[src/shared/hsirq_defs.svh]
// Register offsets, field positions, reset values for the haptic status/interrupt registers.
// Assumes an 8-bit register address space reached by the serial control bus front end.
`ifndef HSIRQ_DEFS_SVH
`define HSIRQ_DEFS_SVH

`define HSIRQ_ADDR_STATUS      8'h01
`define HSIRQ_ADDR_MASK        8'h02
`define HSIRQ_ADDR_IMPEDANCE   8'h03
`define HSIRQ_ADDR_SUPPLY      8'h04

`define HSIRQ_BIT_OVERCURRENT  0
`define HSIRQ_BIT_THERMAL      1
`define HSIRQ_BIT_DROOP        2
`define HSIRQ_BIT_DONE         3
`define HSIRQ_BIT_RAM_ERR      4
`define HSIRQ_BIT_DIAG_FAIL    7
`define HSIRQ_RSV_LO           5
`define HSIRQ_RSV_HI           6

`define HSIRQ_MASK_RESET       5'h18
`define HSIRQ_STATUS_RESET     8'h00
`define HSIRQ_IMPEDANCE_RESET  8'h00
`define HSIRQ_SUPPLY_RESET     8'h00

`endif

[src/shared/hsirq_pkg.sv]
// Types shared by the haptic status/interrupt register block.
// Assumes the offsets and reset values live in hsirq_defs.svh.
package hsirq_pkg;

	// Trigger pin function selection
	typedef enum logic [1:0] {
		HSIRQ_PIN_EXT_PULSE,
		HSIRQ_PIN_EXT_LEVEL,
		HSIRQ_PIN_IRQ,
		HSIRQ_PIN_RSVD
	} hsirq_pin_func_type;

	// One-cycle event pulses from the engine, diagnostics and protection
	typedef struct packed {
		logic diag_fail;
		logic ram_format_error;
		logic done;
		logic supply_droop;
		logic thermal;
		logic overcurrent;
	} hsirq_event_type;

	// Register access from the serial bus front end
	typedef struct packed {
		logic       rd;
		logic       wr;
		logic [7:0] addr;
		logic [7:0] wdata;
	} hsirq_bus_req_type;

	// Measurement results
	typedef struct packed {
		logic       impedance_valid;
		logic [7:0] impedance;
		logic       playing;
		logic       supply_valid;
		logic [7:0] supply;
	} hsirq_meas_type;

endpackage : hsirq_pkg

[src/verilog/hsirq_regs.sv]
// Status flags, interrupt mask, impedance and supply result registers of the haptic driver.
// Assumes a serial bus front end issuing one-cycle rd/wr strobes and taking rdata the next cycle.
`timescale 1ns/1ps
`include "hsirq_defs.svh"

// Notes on behaviour
// - Completion flag sets when sequencer, diagnostics or calibration finish; clears on status read.
// - Supply droop flag latches below threshold, stays set, clears on status read.
// - Thermal flag latches on over-temperature, stays set, clears on status read.
// - Overcurrent flag latches on either output, stays set, clears on status read.
// - Five-bit mask, a one suppresses that flag's interrupt; resets to 24.
// - Mask matters only when the trigger pin is set to interrupt function.
// - Eight-bit impedance result updated by diagnostics, readable, resets to zero.
// - Eight-bit supply reading refreshed only while a waveform plays.
// - RAM format error flag latches on bad RAM content, clears on status read.
// - Diagnostic failure flag latches on open, short or calibration failure; clears on read.
module hsirq_regs (
	input  wire logic                        clk_sys,
	input  wire logic                        rstn,
	input  wire logic                        ce,
	input  wire hsirq_pkg::hsirq_bus_req_type bus_req,
	output logic [7:0]                       rdata_q,
	input  wire hsirq_pkg::hsirq_event_type   events,
	input  wire hsirq_pkg::hsirq_meas_type    meas,
	input  wire hsirq_pkg::hsirq_pin_func_type pin_func,
	output logic                             trigger_irq_pin_o,
	output logic                             trigger_irq_pin_oe,
	output logic                             irq_active
);

	logic [4:0] irq_suppress_bits_q;
	logic [1:0] status_rsv_q;
	logic [2:0] mask_rsv_q;
	logic [7:0] actuator_impedance_result_q;
	logic [7:0] supply_voltage_level_q;
	logic       output_overcurrent_flag;
	logic       thermal_flag;
	logic       supply_droop_flag;
	logic       done_flag;
	logic       ram_format_error_flag;
	logic       diag_fail_flag;
	logic [7:0] status_word;
	logic [4:0] irq_sources;
	logic       irq_mode;
	logic       status_rd;
	logic       status_wr;
	logic       mask_wr;
	logic [7:0] rdata_d;

	// Address decode helper
	function automatic logic hit(input logic [7:0] a, input logic [7:0] target);
		hit = (a == target);
	endfunction : hit

	// Access strobes
	assign status_rd = bus_req.rd & hit(bus_req.addr, `HSIRQ_ADDR_STATUS);
	assign status_wr = bus_req.wr & hit(bus_req.addr, `HSIRQ_ADDR_STATUS);
	assign mask_wr   = bus_req.wr & hit(bus_req.addr, `HSIRQ_ADDR_MASK);

	// Sticky status flags, each cleared by a status read
	hsirq_sticky u_oc (
		.clk_sys (clk_sys),
		.rstn    (rstn),
		.ce      (ce),
		.set     (events.overcurrent),
		.clr     (status_rd),
		.flag_q  (output_overcurrent_flag)
	);
	hsirq_sticky u_ot (
		.clk_sys (clk_sys),
		.rstn    (rstn),
		.ce      (ce),
		.set     (events.thermal),
		.clr     (status_rd),
		.flag_q  (thermal_flag)
	);
	hsirq_sticky u_uv (
		.clk_sys (clk_sys),
		.rstn    (rstn),
		.ce      (ce),
		.set     (events.supply_droop),
		.clr     (status_rd),
		.flag_q  (supply_droop_flag)
	);
	hsirq_sticky u_done (
		.clk_sys (clk_sys),
		.rstn    (rstn),
		.ce      (ce),
		.set     (events.done),
		.clr     (status_rd),
		.flag_q  (done_flag)
	);
	hsirq_sticky u_ram (
		.clk_sys (clk_sys),
		.rstn    (rstn),
		.ce      (ce),
		.set     (events.ram_format_error),
		.clr     (status_rd),
		.flag_q  (ram_format_error_flag)
	);
	hsirq_sticky u_diag (
		.clk_sys (clk_sys),
		.rstn    (rstn),
		.ce      (ce),
		.set     (events.diag_fail),
		.clr     (status_rd),
		.flag_q  (diag_fail_flag)
	);

	// Status word as the host sees it
	assign status_word = {diag_fail_flag, status_rsv_q, ram_format_error_flag,
		done_flag, supply_droop_flag, thermal_flag, output_overcurrent_flag};

	// Interrupt sources: unmasked flags of bits 0-4 (diag fail never interrupts), mask honoured only in interrupt mode
	assign irq_mode    = (pin_func == hsirq_pkg::HSIRQ_PIN_IRQ);
	assign irq_sources = status_word[4:0] & ~irq_suppress_bits_q;
	assign irq_active  = irq_mode & (|irq_sources);
	// Open-drain active-low pin: driving means pulling low
	assign trigger_irq_pin_o  = 1'b0;
	assign trigger_irq_pin_oe = irq_active;

	// Writable registers
	always_ff @(posedge clk_sys) begin
		if (!rstn) begin
			irq_suppress_bits_q <= `HSIRQ_MASK_RESET;
			mask_rsv_q          <= 3'h0;
			status_rsv_q        <= 2'h0;
		end else if (ce) begin
			if (mask_wr) begin
				irq_suppress_bits_q <= bus_req.wdata[4:0];
				mask_rsv_q          <= bus_req.wdata[7:5];
			end
			if (status_wr) begin
				status_rsv_q <= bus_req.wdata[`HSIRQ_RSV_HI:`HSIRQ_RSV_LO];
			end
		end
	end

	// Measurement result registers
	always_ff @(posedge clk_sys) begin
		if (!rstn) begin
			actuator_impedance_result_q <= `HSIRQ_IMPEDANCE_RESET;
			supply_voltage_level_q      <= `HSIRQ_SUPPLY_RESET;
		end else if (ce) begin
			if (meas.impedance_valid) begin
				actuator_impedance_result_q <= meas.impedance;
			end
			if (meas.playing && meas.supply_valid) begin
				supply_voltage_level_q <= meas.supply;
			end
		end
	end

	// Read data selection; unmapped addresses read zero
	assign rdata_d = hit(bus_req.addr, `HSIRQ_ADDR_STATUS)    ? status_word :
	                 hit(bus_req.addr, `HSIRQ_ADDR_MASK)      ? {mask_rsv_q, irq_suppress_bits_q} :
	                 hit(bus_req.addr, `HSIRQ_ADDR_IMPEDANCE) ? actuator_impedance_result_q :
	                 hit(bus_req.addr, `HSIRQ_ADDR_SUPPLY)    ? supply_voltage_level_q : 8'h00;

	// Read data register
	always_ff @(posedge clk_sys) begin
		if (!rstn) begin
			rdata_q <= 8'h00;
		end else if (ce && bus_req.rd) begin
			rdata_q <= rdata_d;
		end
	end

	// Assertions
	property p_read_clears_done;
		@(posedge clk_sys) disable iff (!rstn)
		(ce && status_rd && !events.done) |=> !done_flag;
	endproperty
	a_read_clears_done: assert property (p_read_clears_done) else $error("completion flag not cleared by read");

	property p_droop_sticky;
		@(posedge clk_sys) disable iff (!rstn)
		(ce && events.supply_droop) ##1 (!status_rd && !(ce && status_rd))[*2] |-> supply_droop_flag;
	endproperty
	a_droop_sticky: assert property (p_droop_sticky) else $error("droop flag lost without read");

	property p_thermal_set;
		@(posedge clk_sys) disable iff (!rstn)
		(ce && events.thermal) |=> thermal_flag;
	endproperty
	a_thermal_set: assert property (p_thermal_set) else $error("thermal flag not set");

	property p_oc_hold;
		@(posedge clk_sys) disable iff (!rstn)
		(output_overcurrent_flag && !status_rd) |=> output_overcurrent_flag;
	endproperty
	a_oc_hold: assert property (p_oc_hold) else $error("overcurrent flag dropped");

	property p_mask_suppress;
		@(posedge clk_sys) disable iff (!rstn)
		((|(status_word[4:0] & irq_suppress_bits_q)) && ((status_word[4:0] & ~irq_suppress_bits_q) == 5'h00))
			|-> !trigger_irq_pin_oe;
	endproperty
	a_mask_suppress: assert property (p_mask_suppress) else $error("masked flag raised interrupt");

	property p_mode_gate;
		@(posedge clk_sys) disable iff (!rstn)
		(pin_func != hsirq_pkg::HSIRQ_PIN_IRQ) |-> !trigger_irq_pin_oe;
	endproperty
	a_mode_gate: assert property (p_mode_gate) else $error("interrupt outside interrupt mode");

	property p_imp_update;
		@(posedge clk_sys) disable iff (!rstn)
		(ce && meas.impedance_valid) |=> (actuator_impedance_result_q == $past(meas.impedance));
	endproperty
	a_imp_update: assert property (p_imp_update) else $error("impedance not captured");

	property p_supply_frozen;
		@(posedge clk_sys) disable iff (!rstn)
		!meas.playing |=> $stable(supply_voltage_level_q);
	endproperty
	a_supply_frozen: assert property (p_supply_frozen) else $error("supply changed while idle");

	property p_ram_irq;
		@(posedge clk_sys) disable iff (!rstn)
		(ce && events.ram_format_error && irq_mode && !irq_suppress_bits_q[4] && !mask_wr)
			|=> (trigger_irq_pin_oe || !irq_mode);
	endproperty
	a_ram_irq: assert property (p_ram_irq) else $error("ram error gave no interrupt");

	property p_diag_set;
		@(posedge clk_sys) disable iff (!rstn)
		(ce && events.diag_fail) |=> (diag_fail_flag && status_word[7]);
	endproperty
	a_diag_set: assert property (p_diag_set) else $error("diag fail flag not set");

	property p_pin_release;
		@(posedge clk_sys) disable iff (!rstn)
		(ce && status_rd && events == '0 && irq_mode) |=> (!trigger_irq_pin_oe || !$stable(pin_func));
	endproperty
	a_pin_release: assert property (p_pin_release) else $error("pin not released after read");

	property p_set_wins;
		@(posedge clk_sys) disable iff (!rstn)
		(ce && status_rd && events.done) |=> done_flag;
	endproperty
	a_set_wins: assert property (p_set_wins) else $error("completion lost to coinciding read");

	property p_done_set;
		@(posedge clk_sys) disable iff (!rstn)
		(ce && events.done) |=> (done_flag && status_word[`HSIRQ_BIT_DONE]);
	endproperty
	a_done_set: assert property (p_done_set) else $error("completion flag not set");

	property p_droop_clear;
		@(posedge clk_sys) disable iff (!rstn)
		(ce && status_rd && !events.supply_droop) |=> !status_word[`HSIRQ_BIT_DROOP];
	endproperty
	a_droop_clear: assert property (p_droop_clear) else $error("droop flag not cleared by read");

	property p_thermal_clear;
		@(posedge clk_sys) disable iff (!rstn)
		(ce && status_rd && !events.thermal) |=> !status_word[`HSIRQ_BIT_THERMAL];
	endproperty
	a_thermal_clear: assert property (p_thermal_clear) else $error("thermal flag not cleared by read");

	property p_oc_set;
		@(posedge clk_sys) disable iff (!rstn)
		(ce && events.overcurrent) |=> status_word[`HSIRQ_BIT_OVERCURRENT];
	endproperty
	a_oc_set: assert property (p_oc_set) else $error("overcurrent flag not set");

	property p_mask_write;
		@(posedge clk_sys) disable iff (!rstn)
		(ce && mask_wr) |=> (irq_suppress_bits_q == $past(bus_req.wdata[4:0]));
	endproperty
	a_mask_write: assert property (p_mask_write) else $error("mask write not stored");

	property p_unmasked_irq;
		@(posedge clk_sys) disable iff (!rstn)
		(irq_mode && ((status_word[4:0] & ~irq_suppress_bits_q) != 5'h00)) |-> (trigger_irq_pin_oe && !trigger_irq_pin_o);
	endproperty
	a_unmasked_irq: assert property (p_unmasked_irq) else $error("unmasked flag gave no interrupt");

	property p_read_impedance;
		@(posedge clk_sys) disable iff (!rstn)
		(ce && bus_req.rd && (bus_req.addr == `HSIRQ_ADDR_IMPEDANCE))
			|=> (rdata_q == $past(actuator_impedance_result_q));
	endproperty
	a_read_impedance: assert property (p_read_impedance) else $error("impedance read data wrong");

	property p_supply_capture;
		@(posedge clk_sys) disable iff (!rstn)
		(ce && meas.playing && meas.supply_valid) |=> (supply_voltage_level_q == $past(meas.supply));
	endproperty
	a_supply_capture: assert property (p_supply_capture) else $error("supply not captured while playing");

	property p_ram_clear;
		@(posedge clk_sys) disable iff (!rstn)
		(ce && status_rd && !events.ram_format_error) |=> !status_word[`HSIRQ_BIT_RAM_ERR];
	endproperty
	a_ram_clear: assert property (p_ram_clear) else $error("ram error flag not cleared by read");

	property p_diag_clear;
		@(posedge clk_sys) disable iff (!rstn)
		(ce && status_rd && !events.diag_fail) |=> !status_word[`HSIRQ_BIT_DIAG_FAIL];
	endproperty
	a_diag_clear: assert property (p_diag_clear) else $error("diag fail flag not cleared by read");

	property p_freeze;
		@(posedge clk_sys) disable iff (!rstn)
		!ce |=> ($stable(status_word) && $stable(rdata_q) && $stable(irq_suppress_bits_q));
	endproperty
	a_freeze: assert property (p_freeze) else $error("state moved while clock enable low");

endmodule : hsirq_regs

[src/verilog/hsirq_sticky.sv]
// Sticky status flag: set by a hardware event, cleared by a status read.
// Assumes clear is a single-cycle read strobe; set wins over clear.
`timescale 1ns/1ps

module hsirq_sticky (
	input  wire logic clk_sys,
	input  wire logic rstn,
	input  wire logic ce,
	input  wire logic set,
	input  wire logic clr,
	output logic      flag_q
);

	logic flag_d;

	// Set has priority so an event coinciding with the clearing read is kept
	assign flag_d = set | (flag_q & ~clr);

	// Flag storage
	always_ff @(posedge clk_sys) begin
		if (!rstn) begin
			flag_q <= 1'b0;
		end else if (ce) begin
			flag_q <= flag_d;
		end
	end

endmodule : hsirq_sticky
[config.mk]
export PLATFORM = sky130hd
export DESIGN_NAME = hsirq_regs
export DESIGN_NICKNAME = d
export VERILOG_FILES = /design/src/shared/hsirq_pkg.sv /design/src/verilog/hsirq_regs.sv /design/src/verilog/hsirq_sticky.sv
export VERILOG_INCLUDE_DIRS = /design/src /design/src/shared
export SDC_FILE = /design/constraint.sdc
export NUM_CORES = 1
export LEC_CHECK = 0
export BUFFER_PORTS_ARGS = -buffer_cell sky130_fd_sc_hd__buf_4
export CORE_MARGIN = 5
export CORE_UTILIZATION = 40
export CTS_CLUSTER_DIAMETER = 100
export DETAILED_ROUTE_END_ITERATION = 8
export PLACE_DENSITY = 0.67
export SYNTH_ARGS = -nofsm -noshare
export SYNTH_HDL_FRONTEND = slang
export SYNTH_SLANG_ARGS = --single-unit
[constraint.sdc]
create_clock -name clk_sys -period 1.6 [get_ports clk_sys]
set_clock_uncertainty 0.1 [all_clocks]
set_input_delay 0.08 -clock clk_sys [delete_from_list [all_inputs] [get_ports clk_sys]]
set_output_delay 0.08 -clock clk_sys [all_outputs]
set_load 0.02 [all_outputs]
---- Yosys cells after proc, flatten, opt, wreduce, memory -nomap -nowiden ----
Index checks and enable logic that the tools add are counted.
cells by class
  equal/unequal tests ..................... 5
  multiplexer cells ....................... 4
  bitwise logic cells ..................... 19
  reductions and logical operators ........ 7
operators by type and width
  operator                                       count
  two-way mux 8 bit                              4
  == test 8 x 2 -> 1 bit, second input constant  2
  bitwise AND 1 bit                              10
  == test 8 x 1 -> 1 bit, second input constant  1
  == test 8 x 3 -> 1 bit, second input constant  1
  AND reduction 2 bit                            4
  OR 1 bit                                       6
  bitwise AND 5 bit                              1
  inverter 5 bit                                 1
  OR reduction 5 bit                             1
  == test 2 bit, second input constant           1
  logical AND 1 bit                              2
  inverter 1 bit                                 1
storage, ports and cells
  flip-flop bits (word level) ............. 40

---- Depth between registers and ports, before layout ----
Gate-level depths: netlist of run 1.
  depth after elaboration ................. 5
  depth in mapped cells ................... 5
  mapped depth without buffers ............ 3

---- Cells and area by module ----
A second synthesis of run 1 with hierarchy kept.
second synthesis, totals
  cell total of the unflattened synthesis .. 207
  area total of the unflattened synthesis .. 1844.3 um^2
by module, submodules not included
  module        instances  cells each  area each (um^2)  seq. area each (um^2)
  hsirq_regs    1          183         1611.5            680.7
  hsirq_sticky  6          4           38.8              20.0

---- Worst setup path after synthesis of run 1 ----
OpenSTA, ideal clock, no wires.
  path type ............................... input port to flip-flop
  start ................................... in bus_req[15] in the netlist's numbering
  end ..................................... reg irq_suppress_bits_q[3]
  setup time .............................. 79 ps
  data arrival time ....................... 1393 ps
  data required time ...................... 1421 ps
  setup slack ............................. 28 ps
  cell stages on the path ................. 4
  path buffers ............................ 1
  cells stage by stage .................... or4_4 > buf_6 > or4_4 > o211ai_1
between the ends
  cells in the longest elaborated chain, start to end .. 3
RTL lines
  what                                  line               text
  from (decl)                           hsirq_regs.sv:21   input wire hsirq_pkg::hsirq_bus_req_type bus_req,
  == test 8 x 2 -> 1 bit                hsirq_regs.sv:52   hit = (a == target);
  bitwise AND 1 bit                     hsirq_regs.sv:58   assign mask_wr = bus_req.wr & hit(bus_req.addr, `HSIRQ_ADDR_MASK);
  AND reduction 2 bit (no source line)  n/a
  to (signal assigned)                  hsirq_regs.sv:125  irq_suppress_bits_q <= `HSIRQ_MASK_RESET;
  to (signal assigned)                  hsirq_regs.sv:130  irq_suppress_bits_q <= bus_req.wdata[4:0];
  to (decl)                             hsirq_regs.sv:31   logic [4:0] irq_suppress_bits_q;
No other way between the ends.
A chain may end at the register's enable or synchronous reset.

---- Worst setup path after layout of run 1 ----
  start ................................... reg irq_suppress_bits_q[3]
  end ..................................... out irq_active
between the ends
  cells in the longest elaborated chain, start to end .. 4
RTL lines
  what                line               text
  inverter 5 bit      hsirq_regs.sv:116  assign irq_sources = status_word[4:0] & ~irq_suppress_bits_q;
  bitwise AND 5 bit   hsirq_regs.sv:116
  OR reduction 5 bit  hsirq_regs.sv:117  assign irq_active = irq_mode & (|irq_sources);
  bitwise AND 1 bit   hsirq_regs.sv:117
  to (decl)           hsirq_regs.sv:28   output logic irq_active
No other way between the ends.

==> flow_summary.toml, run 1 <==
[run_status]
outcome = "finished clean"

[critical_path]
crit_fanout = 2
rrSetupSlack_ns = 0.33
arrival_ns = 1.39
critPathKind = "register to primary output"
path_cells = "inv_2, a222oi_1, a311oi_1, buf_4"
timing.rr.end = "rdata_q[4]"
start_kind = "register"
max_stage_delay_ns = 0.37
endpoint_kind = "primary output"
ff2ff_path_depth = 4
r2r-start = "irq_suppress_bits_q[4]"
required_ns = 1.42
cp_slowest_cell = "a222oi_1"
crit_end = "irq_active"
crit_start = "irq_suppress_bits_q[3]"

[die]
rows = 25
die_area_mm2 = 0.00654
num_io_pins = 59
initial_core_util_pct = 42.0
fp.coreArea_mm2 = 0.00479
chipWidth_um = 80.9
die_h_um = 80.9

[cells_and_area]
multi_input_area_mm2 = 0.00109
fillCellCount = 422
diodes = 0
finalCoreUtilization_pct = 61.8
final_cells = 377
drive_above_1_share_pct = 28.1
regArea_um2 = 803
num-nets-final = 357
synthToLayoutAreaGrowth_pct = 47.2

[detailed_routing]
drt_iter0_drc = 53
via_count = 1925
routedWlPerCell_um = 14.3
ant_nets = 0
drc = 0
routed_wl_um = 5390
dr.pass1.iters = 5
viasPerCell = 5.11

[synthesis]
postSynthCellCount = 221
ys_top_cells_by_area = "dfxtp_1, or4bb_1, mux2i_1"
synth_edf_count = 0
yosysWarnings = 0
ys_seq_area_share_pct = 39.9
ys_types = 31
avgSynthCellArea_um2 = 9.09
ys_seq_elements = 40
async_flop_share_pct = 0
synth-main-ff-cell = "dfxtp_1"
synth.top_cell.area_share_pct = 39.9
synth_area_mm2 = 0.00201
yosysTopAreaCell = "dfxtp_1"
syn_nets = 269

[clock_network]
cts.sinks = 40
cts_tree = "done"
htreeDepth = 2
clk_pin_slew_ns = 0.08
cts.path.max_buffers = 2
clkLatencyLatePin_ns = 0.28
cts_root_buf = "clkbuf_8"
cts_buffers = 5

[global_routing]
grt_pass1_wl_um = 8690
antenna_found_initial = 0
grt_max_degree = 28
track_usage_pct = 17.0
grt_pass1_vias = 1881
globalRouteOverflowTotal = 0

[pwr]
finalPower_mw = 2.07
leakagePower_nw = 1.22
powerDensity_mw_per_mm2 = 700
irDropWorstVdd_uv = 374

[run]
max-cap-violations = 0

[min_path]
worstHoldPathType = "input pin to register"

[sta]
period_share_pct = 98.3
period_needed_ns = 1.57
slew_headroom_pct = 66.3
fmax_mhz = 636
worst_slack_ns = 0.0266
slew_violations = 0
grt_setup_unrepaired = "true"
setup_viol = 0
worstMarginPinSlew_ns = 0.504
hold_viol = 0

[placement]
place_ws_ns = -0.0673
portBuffers = 57
place.gp.congestion = 0.847
dp_hpwl_um = 3920
placed_cells = 336
## power by group
part / switching, mW / leakage, nW / internal (mW)
combinational: 0.148 / 0.856 / 0.200
clock: 0.329 / 0.0445 / 0.350
sequential: 0.0207 / 0.324 / 1.02
total: 0.498 / 1.22 / 1.57
## logic make-up after synthesis
kind of cell    share of synthesized area [%]
flops                                    39.9
simple gates                             30.2
mux                                      7.97
compound gates                           15.8
buf+inv                                  5.98
other cells                             0.187
## per-layer routing
metal	global-route usage (%)	vias to the layer above	part of all wire, %
met4	4.22	0	0.95
met1	21.9	896	45
met5	0	-	0
met2	29.0	43	49
li1	-	982	-
met3	3.66	4	4.7
## layout by cell type, fill, tap and decap left out
cell type / instances
nand2_1: 30
o211ai_1: 10
nor2b_1: 8
or4_4: 2
a211oi_1: 1
nor4_1: 2
buf_12: 2
nand4b_1: 1
dlygate4sd3_1: 30
and4bb_2: 1
dfxtp_2: 2
and4b_1: 1
or2b_1: 2
nand2b_1: 9
buf_4: 69
dfxtp_1: 38
nand3_1: 9
conb_1: 1
or3b_2: 1
clkbuf_1: 1
a222oi_1: 1
a311oi_1: 1
nor4_2: 1
a32o_1: 8
nor2_1: 8
mux2i_1: 16
clkinvlp_4: 1
a21oi_1: 15
or4bb_1: 16
nor3b_1: 1
o41ai_1: 7
clkbuf_8: 6
inv_2: 1
inv_1: 7
nor4_4: 1
## through the flow
stage	setup TNS [ns]	instance area [um^2]	hold WS, ns
finish	0	2960	0.0144
global route	-0.0709	2960	0.0118
detailed placement	-0.214	2540	0.219
global placement	-0.132	2540	0.216
CTS	0	2940	0.00667
floorplan	0	2010	0.115
## Yosys cell counts (2+ instances only)
cell,n
dfxtp_1,40
nand2_1,30
mux2i_1,16
or4bb_1,16
a21oi_1,15
clkbuf_1,14
o211ai_1,10
nand2b_1,9
nand3_1,9
a32o_1,8
inv_1,8
nor2_1,8
nor2b_1,8
o41ai_1,7
buf_1,3
buf_4,2
nor4_1,2
or2b_1,2
or4_4,2
## worst max-delay path, delay by kind of cell, from the launching register on
kind	cells	cell delay [ns]
flip-flops	1	0.34
buffers and inverters	2	0.22
AO/OA/AOI/OAI	2	0.55
## state kept, by name, indices dropped and copies added, names as in the netlist
register,flops
supply_voltage_level_q,8
u_diag.flag_q,1
u_uv.flag_q,1
mask_rsv_q,3
u_ot.flag_q,1
irq_suppress_bits_q,5
u_done.flag_q,1
u_oc.flag_q,1
status_rsv_q,2
actuator_impedance_result_q,8
rdata_q,8
u_ram.flag_q,1
## worst min path at each step
stage	depth (start not counted)	from	end
floorplan	2	events[5]	u_diag.flag_q
global placement	3	meas[7]	supply_voltage_level_q[7]
detailed placement	3	meas[7]	supply_voltage_level_q[7]
CTS	3	bus_req[6]	mask_rsv_q[1]
global route	3	bus_req[6]	mask_rsv_q[1]
finish	3	bus_req[6]	mask_rsv_q[1]
## timing repair
item / 4_1_cts / 5_1_grt
setup buffers: 1 / 2
setup endpoints to repair: 2 / 2
hold endpoints to repair: 30 / 0
hold buffers: 30 / 0
pin swaps: 2 / 2
resized for setup: 1 / 2
## area by class of cell
cell class,count,area share (%)
tap,67,2.84
timing repair buffer,101,29.0
inverter,8,1.02
clock inverter,1,0.254
multi-input combinational,153,36.8
sequential,40,27.2
clock buffer,7,2.92
Note: power is estimated with default switching activity, not from simulation.
==> inputs of run 2 (changes only) <==
- RECOVER_POWER: not set -> 50
==> flow_summary.toml, run 2 (same netlist as run 1, synthesis figures left out) <==
[sta]
fin_hold_ws_ns = 0.0126
period_share_pct = 98.0
worstMarginPinSlew_ns = 0.504
final.setup.tns_ns = 0
slew_headroom_pct = 66.3
hold_viol = 0
fmax_mhz = 637
period_needed_ns = 1.57
grt_setup_unrepaired = "true"
setup_viol = 0
slew_violations = 0

[pwr]
leakagePower_nw = 1.18
powerDensity_mw_per_mm2 = 713
finalPower_mw = 2.07
irDropWorstVdd_uv = 373

[critical_path]
crit_fanout = 2
cp.buffers_inverters = 2
critPathKind = "register to primary output"
arrival_ns = 1.39
start_kind = "register"
endpoint_kind = "primary output"
max_stage_delay_ns = 0.37
path_cells = "inv_2, a222oi_1, a311oi_1, buf_4"
cp_slowest_cell = "a222oi_1"
required_ns = 1.42
cp_top_family = "compound AO/OA/AOI/OAI gates"

[global_routing]
antenna_found_initial = 0
globalRouteOverflowTotal = 0
grt_pass1_wl_um = 8690
track_usage_pct = 17.0
grt_max_degree = 28
grt_pass1_vias = 1881

[placement]
dp_hpwl_um = 3920
place.gp.congestion = 0.847
portBuffers = 57
placed_cells = 336

[detailed_routing]
ant_nets = 0
drc = 0
routedWlPerCell_um = 14.4
routed_wl_um = 5440
dr.pass1.iters = 4
via_count = 1929
drt_iter0_drc = 60
viasPerCell = 5.12

[cells_and_area]
reg.largest.list = "actuator_impedance_result_q x8, rdata_q x8, supply_voltage_level_q x8"
synthToLayoutAreaGrowth_pct = 44.4
diodes = 0
layout_common_cells = "buf_4, dfxtp_1, nand2_1, dlygate4sd3_1"
num-nets-final = 357
layout_commonest_cell = "buf_4"
drive_above_1_share_pct = 24.8
final_cells = 377

[die]
chipWidth_um = 80.9
initial_core_util_pct = 42.0
fp.coreArea_mm2 = 0.00479
die_h_um = 80.9
rows = 25
die_area_mm2 = 0.00654
num_io_pins = 59

[run_status]
outcome = "finished clean"

[clock_network]
htreeDepth = 2
cts.path.max_buffers = 2
cts.sinks = 40
clkLatencyLatePin_ns = 0.28
cts_buffers = 5
cts_tree = "done"
clk_pin_slew_ns = 0.08
cts_root_buf = "clkbuf_8"

[run]
max-cap-violations = 0

[min_path]
worstHoldPathType = "input pin to register"
[run 2: through the flow]
step | utilization (%) | setup slack [ns] | instance area (um^2)
finish | 60.6 | 0.0312 | 2900
global route | 60.6 | -0.0355 | 2900
CTS | 61.4 | 0.00129 | 2940
detailed placement | 53.0 | -0.0673 | 2540
global placement | 53.0 | -0.0457 | 2540
floorplan | - | 0.0282 | 2010
[run 2: report_power, final]
| group | switching, mW | internal [mW] |
|---|---|---|
| logic | 0.148 | 0.196 |
| clock network | 0.331 | 0.350 |
| registers | 0.0206 | 1.02 |
[run 2: per-layer routing]
layer | GRT usage [%] | share of wire, %
met3 | 3.66 | 4.3
met5 | 0 | 0
met2 | 29.0 | 49
met4 | 4.22 | 1.1
met1 | 21.9 | 46
[run 2: layout make-up]
type | count | area (um^2)
Clock buffer | 7 | 86.3
Clock inverter | 1 | 7.51
Fill cell | 437 | 1890
Inverter | 8 | 30.0
Multi-Input combinational cell | 153 | 1090
Sequential cell | 40 | 803
Tap cell | 67 | 83.8
Timing Repair Buffer | 101 | 801
[run 2: tightest hold or removal path, stage by stage]
cell     delay, ns
buf_4         0.10
nand2_1       0.08
mux2i_1       0.08
[run 2: worst paths after layout]
kind	startpoint	slack, ns	cells past startpoint	endpoint
max reg2reg	irq_suppress_bits_q[3]	0.34	4	rdata_q[3]
min	bus_req[6]	0.01	3	mask_rsv_q[1]
min reg2reg	actuator_impedance_result_q[0]	0.36	2	actuator_impedance_result_q[0]
max	irq_suppress_bits_q[3]	0.03	4	irq_active
[run 2: timing repair]
item,4_1_cts,5_1_grt
gates resized for setup,1,2
pin swaps,2,2
setup endpoints to repair,2,2
endpoints found under the hold margin,30,0
hold buffers,30,0
setup buffers,1,2
